### config.mk
export PLATFORM = sky130hd
export DESIGN_NAME = adc_channel_timing_control
export DESIGN_NICKNAME = d
export VERILOG_FILES = /design/src/logic/adc_timing_pkg.sv /design/src/logic/conv_clock_gen.sv /design/src/logic/sar_engine.sv /design/src/logic/adc_channel_timing_control.sv
export SDC_FILE = /design/constraint.sdc
export NUM_CORES = 1
export LEC_CHECK = 0
export BUFFER_PORTS_ARGS = -buffer_cell sky130_fd_sc_hd__clkbuf_2
export CORE_ASPECT_RATIO = 2
export CORE_UTILIZATION = 55
export CTS_BUF_LIST = sky130_fd_sc_hd__clkbuf_2 sky130_fd_sc_hd__clkbuf_4 sky130_fd_sc_hd__clkbuf_8
export DETAILED_ROUTE_END_ITERATION = 7
export MAX_ROUTING_LAYER = met4
export PLACE_DENSITY = 0.78
export SLEW_MARGIN = 20
export SYNTH_ARGS = -nofsm -noshare
export SYNTH_HDL_FRONTEND = slang
export SYNTH_SLANG_ARGS = --single-unit
### constraint.sdc
create_clock -name mclk -period 3.3 [get_ports mclk]
set_input_delay 0.66 -clock mclk [delete_from_list [all_inputs] [get_ports mclk]]
set_output_delay 0.66 -clock mclk [all_outputs]
set_load 0.02 [all_outputs]
### src/logic/adc_timing_pkg.sv
package adc_timing_pkg;

  // ----------------------------------------------------------------
  // Register map
  // ----------------------------------------------------------------
  localparam int          ADDR_W          = 8;
  localparam int          DATA_W          = 32;
  localparam logic [7:0]  OFS_SCAN_START  = 8'h00;
  localparam logic [7:0]  OFS_CHANNEL_SEL = 8'h04;
  localparam logic [7:0]  OFS_SAMPLE_TIME = 8'h08;
  localparam logic [7:0]  OFS_TIMING_CFG  = 8'h0c;
  localparam logic [7:0]  OFS_RESULT      = 8'h14;
  localparam logic [7:0]  OFS_PIN_EN_LO   = 8'h1c;
  localparam logic [7:0]  OFS_PIN_EN_HI   = 8'h20;

  // ----------------------------------------------------------------
  // Reset values
  // ----------------------------------------------------------------
  localparam logic [31:0] RST_CHANNEL_SEL = 32'h0000_0000;
  localparam logic [31:0] RST_SAMPLE_TIME = 32'h0000_0000;
  localparam logic [31:0] RST_TIMING_CFG  = 32'h0000_0100;
  localparam logic [31:0] RST_PIN_EN      = 32'h0000_0000;

  // ----------------------------------------------------------------
  // Field layout
  // ----------------------------------------------------------------
  localparam int          START_BIT       = 0;
  localparam int          CHAN_W          = 6;
  localparam int          SPT_W           = 8;
  localparam int          DIV_LSB         = 0;
  localparam int          DIV_W           = 3;
  localparam int          DELAY_LSB       = 4;
  localparam int          DELAY_W         = 2;
  localparam int          GAP_BIT         = 6;
  localparam int          WAIT_LSB        = 7;
  localparam int          WAIT_W          = 5;
  localparam int          CFG_W           = 12;
  localparam logic [11:0] CFG_USED_MASK   = 12'hff7;
  localparam int          RESULT_W        = 12;
  localparam int          PIN_HI_W        = 28;
  localparam logic [5:0]  LAST_EXT_CHAN   = 6'h3b;
  localparam logic [5:0]  INT_REF_CHAN    = 6'h3c;

  // ----------------------------------------------------------------
  // Timing, in converter clock periods
  // ----------------------------------------------------------------
  localparam int          CNT_W           = 11;
  localparam logic [10:0] SAMPLE_UNIT     = 11'h004;
  localparam logic [10:0] WAIT_BASE       = 11'h003;
  localparam logic [10:0] GAP_LEN         = 11'h001;
  localparam logic [10:0] DELAY_LEN_1     = 11'h002;
  localparam logic [10:0] DELAY_LEN_2     = 11'h004;
  localparam logic [10:0] DELAY_LEN_3     = 11'h008;

  // ----------------------------------------------------------------
  // Converter clock synthesis from mclk
  // ----------------------------------------------------------------
  localparam int          MCLK_MHZ        = 100;
  localparam int          ACC_W           = 8;
  localparam logic [7:0]  ACC_WRAP        = 8'(MCLK_MHZ * 2);
  localparam logic [7:0]  INC_8M          = 8'h10;
  localparam logic [7:0]  INC_6M          = 8'h0c;
  localparam logic [7:0]  INC_4M          = 8'h08;
  localparam logic [7:0]  INC_3M          = 8'h06;
  localparam logic [7:0]  INC_2M          = 8'h04;
  localparam logic [7:0]  INC_1M5         = 8'h03;
  localparam logic [7:0]  INC_1M          = 8'h02;
  localparam logic [7:0]  INC_0M5         = 8'h01;

  typedef enum logic [2:0] {
    PH_IDLE,
    PH_DELAY,
    PH_SAMPLE,
    PH_GAP,
    PH_WAIT,
    PH_CONVERT
  } phase_t;

  typedef struct packed {
    logic        sample;
    logic        compare;
    logic        int_ref;
    logic [5:0]  chan;
    logic [11:0] dac_code;
  } analog_ctrl_t;

endpackage

### src/logic/conv_clock_gen.sv
module conv_clock_gen
  import adc_timing_pkg::*;
(
  input  wire logic             mclk,
  input  wire logic             rst,
  input  wire logic [DIV_W-1:0] div_sel,
  output logic                  tick_q
);

  typedef struct packed {
    logic [ACC_W-1:0] acc;
    logic             tick;
  } gen_state_t;

  gen_state_t s_q;
  gen_state_t s_d;

  function automatic logic [ACC_W-1:0] rate_inc(input logic [DIV_W-1:0] sel);
    unique case (sel)
      3'h0:    rate_inc = INC_8M;
      3'h1:    rate_inc = INC_6M;
      3'h2:    rate_inc = INC_4M;
      3'h3:    rate_inc = INC_3M;
      3'h4:    rate_inc = INC_2M;
      3'h5:    rate_inc = INC_1M5;
      3'h6:    rate_inc = INC_1M;
      default: rate_inc = INC_0M5;
    endcase
  endfunction

  // ----------------------------------------------------------------
  // Fractional accumulator: one tick per converter clock period.
  // ----------------------------------------------------------------
  always_comb begin
    logic [ACC_W:0] sum;
    sum = {1'b0, s_q.acc} + {1'b0, rate_inc(div_sel)};
    s_d = s_q;
    if (sum >= {1'b0, ACC_WRAP}) begin
      s_d.acc  = ACC_W'(sum - {1'b0, ACC_WRAP});
      s_d.tick = 1'b1;
    end else begin
      s_d.acc  = sum[ACC_W-1:0];
      s_d.tick = 1'b0;
    end
  end

  always_ff @(posedge mclk) begin
    if (rst) begin
      s_q <= '0;
    end else begin
      s_q <= s_d;
    end
  end

  assign tick_q = s_q.tick;

endmodule // conv_clock_gen

### src/logic/sar_engine.sv
module sar_engine
  import adc_timing_pkg::*;
(
  input  wire logic                mclk,
  input  wire logic                rst,
  input  wire logic                tick,
  input  wire logic                go,
  input  wire logic                abort,
  input  wire logic                cmp_hi,
  output logic [RESULT_W-1:0]      code_q,
  output logic                     done_q
);

  typedef struct packed {
    logic                active;
    logic [3:0]          bitpos;
    logic [RESULT_W-1:0] code;
    logic                done;
  } sar_state_t;

  sar_state_t s_q;
  sar_state_t s_d;

  // ----------------------------------------------------------------
  // One trial bit per converter clock, most significant first.
  // ----------------------------------------------------------------
  always_comb begin
    s_d      = s_q;
    s_d.done = 1'b0;
    if (abort) begin
      s_d.active = 1'b0;
    end else if (go) begin
      s_d.active = 1'b1;
      s_d.bitpos = 4'(RESULT_W - 1);
      s_d.code   = {1'b1, {(RESULT_W-1){1'b0}}};
    end else if (s_q.active && tick) begin
      s_d.code[s_q.bitpos] = cmp_hi;
      if (s_q.bitpos == 4'h0) begin
        s_d.active = 1'b0;
        s_d.done   = 1'b1;
      end else begin
        s_d.bitpos                 = s_q.bitpos - 4'h1;
        s_d.code[s_q.bitpos - 4'h1] = 1'b1;
      end
    end
  end

  always_ff @(posedge mclk) begin
    if (rst) begin
      s_q <= '0;
    end else begin
      s_q <= s_d;
    end
  end

  assign code_q = s_q.code;
  assign done_q = s_q.done;

endmodule // sar_engine

### src/logic/adc_channel_timing_control.sv
// Overview of operation
// - A 6-bit channel field in bits 5:0 picks external inputs 0 to 59 by codes 0x00 to 0x3b.
// - Channel code 0x3c routes the internal reference source to the converter.
// - Sampling lasts (N+1)*4 converter clocks, N being the 8-bit sampling time field.
// - After sampling the block waits 3+W converter clocks; W codes 0 and 1 are not to be used.
// - Bit 6 adds a gap of zero or one converter clock between sampling and comparison.
// - Bits 5:4 delay sampling by 0, 2, 4 or 8 converter clocks.
// - Bits 2:0 set the converter clock to 8, 6, 4, 3, 2, 1.5, 1 or 0.5 MHz.
// - Writing the start bit from 0 to 1 starts one scan, and hardware clears it at the end.
// - A start is refused when the selected channel pin is not enabled for analog use.
//
// The implementer's own choice: strobed register access.
module adc_channel_timing_control
  import adc_timing_pkg::*;
(
  input  wire logic              mclk,
  input  wire logic              rst,
  input  wire logic [ADDR_W-1:0] addr,
  input  wire logic [DATA_W-1:0] wdata,
  input  wire logic              wr,
  input  wire logic              rd,
  output logic      [DATA_W-1:0] rdata,
  input  wire logic              cmp_hi,
  output analog_ctrl_t           analog_ctrl,
  output logic                   scan_busy,
  output logic                   conv_tick
);

  typedef struct packed {
    logic                start;
    logic [CHAN_W-1:0]   chan;
    logic [SPT_W-1:0]    sample_length_field;
    logic [CFG_W-1:0]    cfg;
    logic [31:0]         pin_lo;
    logic [PIN_HI_W-1:0] pin_hi;
    logic [RESULT_W-1:0] result;
    logic [DATA_W-1:0]   rdata;
    phase_t              phase;
    logic [CNT_W-1:0]    cnt;
    logic                sar_go;
    analog_ctrl_t        ana;
  } ctl_state_t;

  ctl_state_t          s_q;
  ctl_state_t          s_d;
  logic                tick;
  logic [RESULT_W-1:0] sar_code;
  logic                sar_done;
  logic                abort;

  // ----------------------------------------------------------------
  // Helper decodes
  // ----------------------------------------------------------------
  function automatic logic chan_enabled(input logic [CHAN_W-1:0] ch,
                                        input logic [31:0] lo,
                                        input logic [PIN_HI_W-1:0] hi);
    if (ch == INT_REF_CHAN) begin
      chan_enabled = 1'b1;
    end else if (ch > LAST_EXT_CHAN) begin
      chan_enabled = 1'b0;
    end else if (ch < 6'h20) begin
      chan_enabled = lo[ch[4:0]];
    end else begin
      chan_enabled = hi[5'(ch - 6'h20)];
    end
  endfunction

  function automatic logic [CNT_W-1:0] delay_len(input logic [DELAY_W-1:0] code);
    unique case (code)
      2'h0:    delay_len = '0;
      2'h1:    delay_len = DELAY_LEN_1;
      2'h2:    delay_len = DELAY_LEN_2;
      default: delay_len = DELAY_LEN_3;
    endcase
  endfunction

  function automatic logic [CNT_W-1:0] sample_len(input logic [SPT_W-1:0] n);
    sample_len = CNT_W'((CNT_W'(n) + CNT_W'(1)) * SAMPLE_UNIT);
  endfunction

  function automatic logic [CNT_W-1:0] wait_len(input logic [CFG_W-1:0] cfg);
    wait_len = WAIT_BASE + CNT_W'(cfg[WAIT_LSB +: WAIT_W]);
  endfunction

  // ----------------------------------------------------------------
  // Converter clock and approximation engine
  // ----------------------------------------------------------------
  conv_clock_gen u_clk (
    .mclk    (mclk),
    .rst     (rst),
    .div_sel (s_q.cfg[DIV_LSB +: DIV_W]),
    .tick_q  (tick)
  );

  sar_engine u_sar (
    .mclk   (mclk),
    .rst    (rst),
    .tick   (tick),
    .go     (s_q.sar_go),
    .abort  (abort),
    .cmp_hi (cmp_hi),
    .code_q (sar_code),
    .done_q (sar_done)
  );

  assign abort = wr && (addr == OFS_SCAN_START) && !wdata[START_BIT] && s_q.start;

  // ----------------------------------------------------------------
  // Register access and scan sequencing
  // ----------------------------------------------------------------
  always_comb begin
    s_d        = s_q;
    s_d.rdata  = '0;
    s_d.sar_go = 1'b0;

    if (wr) begin
      unique case (addr)
        OFS_SCAN_START: begin
          if (wdata[START_BIT] && !s_q.start) begin
            if (chan_enabled(s_q.chan, s_q.pin_lo, s_q.pin_hi)) begin
              s_d.start = 1'b1;
              s_d.phase = PH_IDLE;
            end
          end else if (!wdata[START_BIT] && s_q.start) begin
            s_d.start = 1'b0;
          end
        end
        OFS_CHANNEL_SEL: begin
          if (!s_q.start) begin
            s_d.chan = wdata[CHAN_W-1:0];
          end
        end
        OFS_SAMPLE_TIME: begin
          if (!s_q.start) begin
            s_d.sample_length_field = wdata[SPT_W-1:0];
          end
        end
        OFS_TIMING_CFG: begin
          if (!s_q.start) begin
            s_d.cfg = wdata[CFG_W-1:0] & CFG_USED_MASK;
          end
        end
        OFS_PIN_EN_LO: s_d.pin_lo = wdata;
        OFS_PIN_EN_HI: s_d.pin_hi = wdata[PIN_HI_W-1:0];
        default: ;
      endcase
    end

    if (rd) begin
      unique case (addr)
        OFS_SCAN_START:  s_d.rdata = DATA_W'(s_q.start);
        OFS_CHANNEL_SEL: s_d.rdata = DATA_W'(s_q.chan);
        OFS_SAMPLE_TIME: s_d.rdata = DATA_W'(s_q.sample_length_field);
        OFS_TIMING_CFG:  s_d.rdata = DATA_W'(s_q.cfg);
        OFS_RESULT:      s_d.rdata = DATA_W'(s_q.result);
        OFS_PIN_EN_LO:   s_d.rdata = s_q.pin_lo;
        OFS_PIN_EN_HI:   s_d.rdata = DATA_W'(s_q.pin_hi);
        default:         s_d.rdata = '0;
      endcase
    end

    if (!s_q.start || abort) begin
      s_d.phase = PH_IDLE;
      s_d.cnt   = '0;
    end else if (tick) begin
      unique case (s_q.phase)
        PH_IDLE: begin
          if (delay_len(s_q.cfg[DELAY_LSB +: DELAY_W]) != '0) begin
            s_d.phase = PH_DELAY;
            s_d.cnt   = delay_len(s_q.cfg[DELAY_LSB +: DELAY_W]) - CNT_W'(1);
          end else begin
            s_d.phase = PH_SAMPLE;
            s_d.cnt   = sample_len(s_q.sample_length_field) - CNT_W'(1);
          end
        end
        PH_DELAY: begin
          if (s_q.cnt == '0) begin
            s_d.phase = PH_SAMPLE;
            s_d.cnt   = sample_len(s_q.sample_length_field) - CNT_W'(1);
          end else begin
            s_d.cnt = s_q.cnt - CNT_W'(1);
          end
        end
        PH_SAMPLE: begin
          if (s_q.cnt != '0) begin
            s_d.cnt = s_q.cnt - CNT_W'(1);
          end else if (s_q.cfg[GAP_BIT]) begin
            s_d.phase = PH_GAP;
            s_d.cnt   = GAP_LEN - CNT_W'(1);
          end else begin
            s_d.phase = PH_WAIT;
            s_d.cnt   = wait_len(s_q.cfg) - CNT_W'(1);
          end
        end
        PH_GAP: begin
          s_d.phase = PH_WAIT;
          s_d.cnt   = wait_len(s_q.cfg) - CNT_W'(1);
        end
        PH_WAIT: begin
          if (s_q.cnt == '0) begin
            s_d.phase  = PH_CONVERT;
            s_d.sar_go = 1'b1;
          end else begin
            s_d.cnt = s_q.cnt - CNT_W'(1);
          end
        end
        PH_CONVERT: ;
      endcase
    end

    if (s_q.start && !abort && s_q.phase == PH_CONVERT && sar_done) begin
      s_d.result = sar_code;
      s_d.start  = 1'b0;
      s_d.phase  = PH_IDLE;
    end

    s_d.ana.sample   = (s_d.phase == PH_SAMPLE);
    s_d.ana.compare  = (s_d.phase == PH_CONVERT);
    s_d.ana.chan     = s_d.chan;
    s_d.ana.int_ref  = (s_d.chan == INT_REF_CHAN);
    s_d.ana.dac_code = sar_code;
  end

  always_ff @(posedge mclk) begin
    if (rst) begin
      s_q        <= '0;
      s_q.chan   <= RST_CHANNEL_SEL[CHAN_W-1:0];
      s_q.sample_length_field    <= RST_SAMPLE_TIME[SPT_W-1:0];
      s_q.cfg    <= RST_TIMING_CFG[CFG_W-1:0];
      s_q.pin_lo <= RST_PIN_EN;
      s_q.pin_hi <= RST_PIN_EN[PIN_HI_W-1:0];
      s_q.phase  <= PH_IDLE;
    end else begin
      s_q <= s_d;
    end
  end

  // ----------------------------------------------------------------
  // Outputs
  // ----------------------------------------------------------------
  assign rdata       = s_q.rdata;
  assign analog_ctrl = s_q.ana;
  assign scan_busy   = s_q.start;
  assign conv_tick   = tick;

endmodule // adc_channel_timing_control

==> impl_metrics.json <==
{
  "drt-pass1-iter-count": 7,
  "cts_root_buf": "clkbuf_8",
  "status": "finished clean",
  "start_kind": "register",
  "finalCritPeriodShare_pct": 92.8,
  "synth_most_common_cell": "nand2_1",
  "clock_skew_ps": 20.1,
  "timing.max_cap.violations": 0,
  "netlist_top_cells_count": "nand2_1, dfxtp_1, a21oi_1",
  "hpwl_mm": 19.7,
  "total_leakage_power_nw": 3.84,
  "cts_htree_levels": 4,
  "cts_buffer_depth": 2,
  "n_antenna_cell": 0,
  "vdd_ir_drop_max_mv": 0.363,
  "timing_worst_setup_path_type": "register to register",
  "ioPinCount": 100,
  "finalHoldWorstSlack_ps": 398,
  "die_h_um": 187,
  "utilization_pct": 60.5,
  "end_kind": "register",
  "cp.arrival_ps": 3430,
  "synthToLayoutAreaGrowth_pct": 7.92,
  "cts_tree": "yes",
  "globalplace.congestion": 0.990,
  "synthCells": 1152,
  "fin_nets": 1230,
  "coreArea_um2": 16800,
  "hold_start": "wdata[31]",
  "hold_path.class": "primary input to register",
  "cts_hold_buf": 0,
  "slew_viol_final": 0,
  "synth_top_area_share_pct": 39.8,
  "postSynth.asyncResetShare_pct": 0,
  "crit_path_max_fanout": 9,
  "port_buffers": 99,
  "syn_area_um2": 9400,
  "cts_made_buffers": 17,
  "grt_max_degree": 71,
  "grtUsageTotal_pct": 32.5,
  "max-slew-margin-rel_pct": 37.4,
  "crit_required_ps": 3670,
  "drc": 0,
  "rows": 67,
  "dieArea_um2": 17600,
  "avgRoutedWirePerCell_um": 19.4,
  "syn_area_per_cell_um2": 8.16,
  "hold_violations": 0,
  "overflow": 0,
  "yosysTopAreaCell": "dfxtp_1",
  "finalSetupTns_ps": 0,
  "min_path_cells": 3,
  "grt_pass1_vias": 8083,
  "r2r-start": "s_q[142]$_SDFFE_PP0P_",
  "synth-seq-cells": 187,
  "numClockSinks": 187,
  "synth_edf_count": 0,
  "grt_pass1_wl_mm": 42.4,
  "setup_viol": 0,
  "die_x_um": 94.4,
  "drt-total-wl_mm": 27.0,
  "yosys_warnings": 0,
  "cts.clk_slew.worst_paths_ps": 90,
  "yosys-top-cells-area": "dfxtp_1, nand2_1, a21oi_1, buf_4, nor2_1",
  "r2r-end": "u_clk.s_q[5]$_SDFF_PP0_",
  "powerDensity_nw_per_um2": 390,
  "clock_latency_ps": 480,
  "max_slew.worst_pin.slew_ps": 936,
  "fin_crit_ps": 3060,
  "postCtsSetupBuffers": 0,
  "via_per_inst": 6.07,
  "synth_nets": 1211,
  "holdPathEnd": "s_q[139]$_SDFFE_PP0P_",
  "drt_iter0_drc": 638,
  "drive_above_1_share_pct": 18.6,
  "post_cts_resized": 0,
  "start_util_pct": 56.1,
  "routed-via-count": 8431,
  "r2r_slack_ps": 240,
  "fmax_ghz": 0.327,
  "grt_setup_unrepaired": "false",
  "antenna_left": 0,
  "seq_area_frac_synth_pct": 39.8,
  "antenna_found_initial": 0,
  "synth_flop_cell": "dfxtp_1",
  "ys_types": 71,
  "ff2ff_path_depth": 14
}
==> worst max-delay path: stages (launching register included) <==
cell     delay, ps
dfxtp_2        420
and2_1         150
ha_1           160
inv_1           50
fa_1           400
nor2b_1        110
o21ai_0        100
and2_1         180
xnor2_1        180
inv_2          100
ha_1           170
inv_1           60
a211o_1        270
a31oi_4        240
mux2_2         350
==> through the flow <==
| step | instance area (um2) | std cells | setup slack, ps | power [mW] |
|---|---|---|---|---|
| 2_1_floorplan | 9400 | 1152 | 208 | 2.44 |
| 3_3_place_gp | 9750 | 1359 | 169 | 2.53 |
| 3_5_place_dp | 9750 | 1359 | 51.8 | 2.53 |
| 4_1_cts | 10100 | 1389 | 39.1 | 3.97 |
| 5_1_grt | 10100 | 1389 | 17.8 | 4.09 |
| 6_report | 10100 | 1389 | 239 | 3.96 |
==> cells in the final DEF, fill, tap and decap left out, drive strengths merged, types with 5 or more instances in the layout <==
cell / synthesis / routed
a21oi: 120 / 120
a222oi: 9 / 9
a22o: 6 / 6
a22oi: 23 / 23
a31oi: 7 / 7
and2: 9 / 9
and3: 7 / 7
buf: 66 / 35
clkbuf: 67 / 119
clkinv: 2 / 8
dfxtp: 187 / 187
ha: 13 / 13
inv: 24 / 26
mux2: 21 / 21
mux2i: 13 / 13
mux4: 15 / 15
nand2: 189 / 189
nand2b: 12 / 12
nand3: 41 / 41
nand4: 6 / 6
nor2: 96 / 96
nor2b: 25 / 25
nor3: 18 / 18
nor4: 13 / 13
o21ai: 52 / 52
o22a: 13 / 13
o22ai: 6 / 6
o2bb2ai: 6 / 6
or2: 7 / 7
or4: 5 / 5
xnor2: 11 / 11
xor2: 5 / 5
==> worst max path at each step <==
| stage | from | endpoint | slack (ps) |
|---|---|---|---|
| after CTS | s_q[142]$_SDFFE_PP0P_ | u_clk.s_q[5]$_SDFF_PP0_ | 40 |
| after global placement | s_q[140]$_SDFFE_PP0P_ | u_clk.s_q[5]$_SDFF_PP0_ | 170 |
| after floorplan | s_q[140]$_SDFFE_PP0P_ | u_clk.s_q[5]$_SDFF_PP0_ | 210 |
| final | s_q[142]$_SDFFE_PP0P_ | u_clk.s_q[5]$_SDFF_PP0_ | 240 |
| after detailed placement | s_q[142]$_SDFFE_PP0P_ | u_clk.s_q[5]$_SDFF_PP0_ | 50 |
| after global routing | s_q[142]$_SDFFE_PP0P_ | u_clk.s_q[5]$_SDFF_PP0_ | 20 |
==> routing by layer <==
metal	part of all wire [%]	global-route usage, %
met5	0	-
met4	6.0	20.3
met3	5.3	5.65
met2	53	55.7
met1	36	33.4
==> cell families (layout without fill, tap and decap cells) <==
kind of cell	after synthesis	in the layout	share of synthesized area, %
adders and majority gates	14	14	1.94
DFF	187	187	39.8
xor gates and xnor gates	16	16	1.49
buffers and inverters	159	189	8.55
muxes	49	49	7.49
AOI/OAI and AO/OA	286	286	19.1
and+or+nand+nor	441	441	21.6
==> registers in the layout (all words and copies together), names as in the netlist <==
name / count
analog_ctrl: 21
rdata: 32
s_q: 106
scan_busy: 1
u_clk.s_q: 8
u_clk.tick_q: 1
u_sar.code_q: 12
u_sar.done_q: 1
u_sar.s_q: 5
==> final cells by class <==
cell class              instances  area, um2
flip-flops and latches        187       3750
clock inverters                 9       88.8
repair buffers                133        766
well taps                     207        259
inverters                      26       97.6
fillers                      1617       6620
clock buffers                  21        283
multi-input cells             806       4900
==> report_power, final <==
| part | internal, mW | switching [mW] | total [mW] |
|---|---|---|---|
| Sequential | 2.26 | 0.0114 | 2.27 |
| Clock | 0.662 | 0.808 | 1.47 |
| Combinational | 0.0754 | 0.139 | 0.214 |
Power figures use the tool's default switching activity.
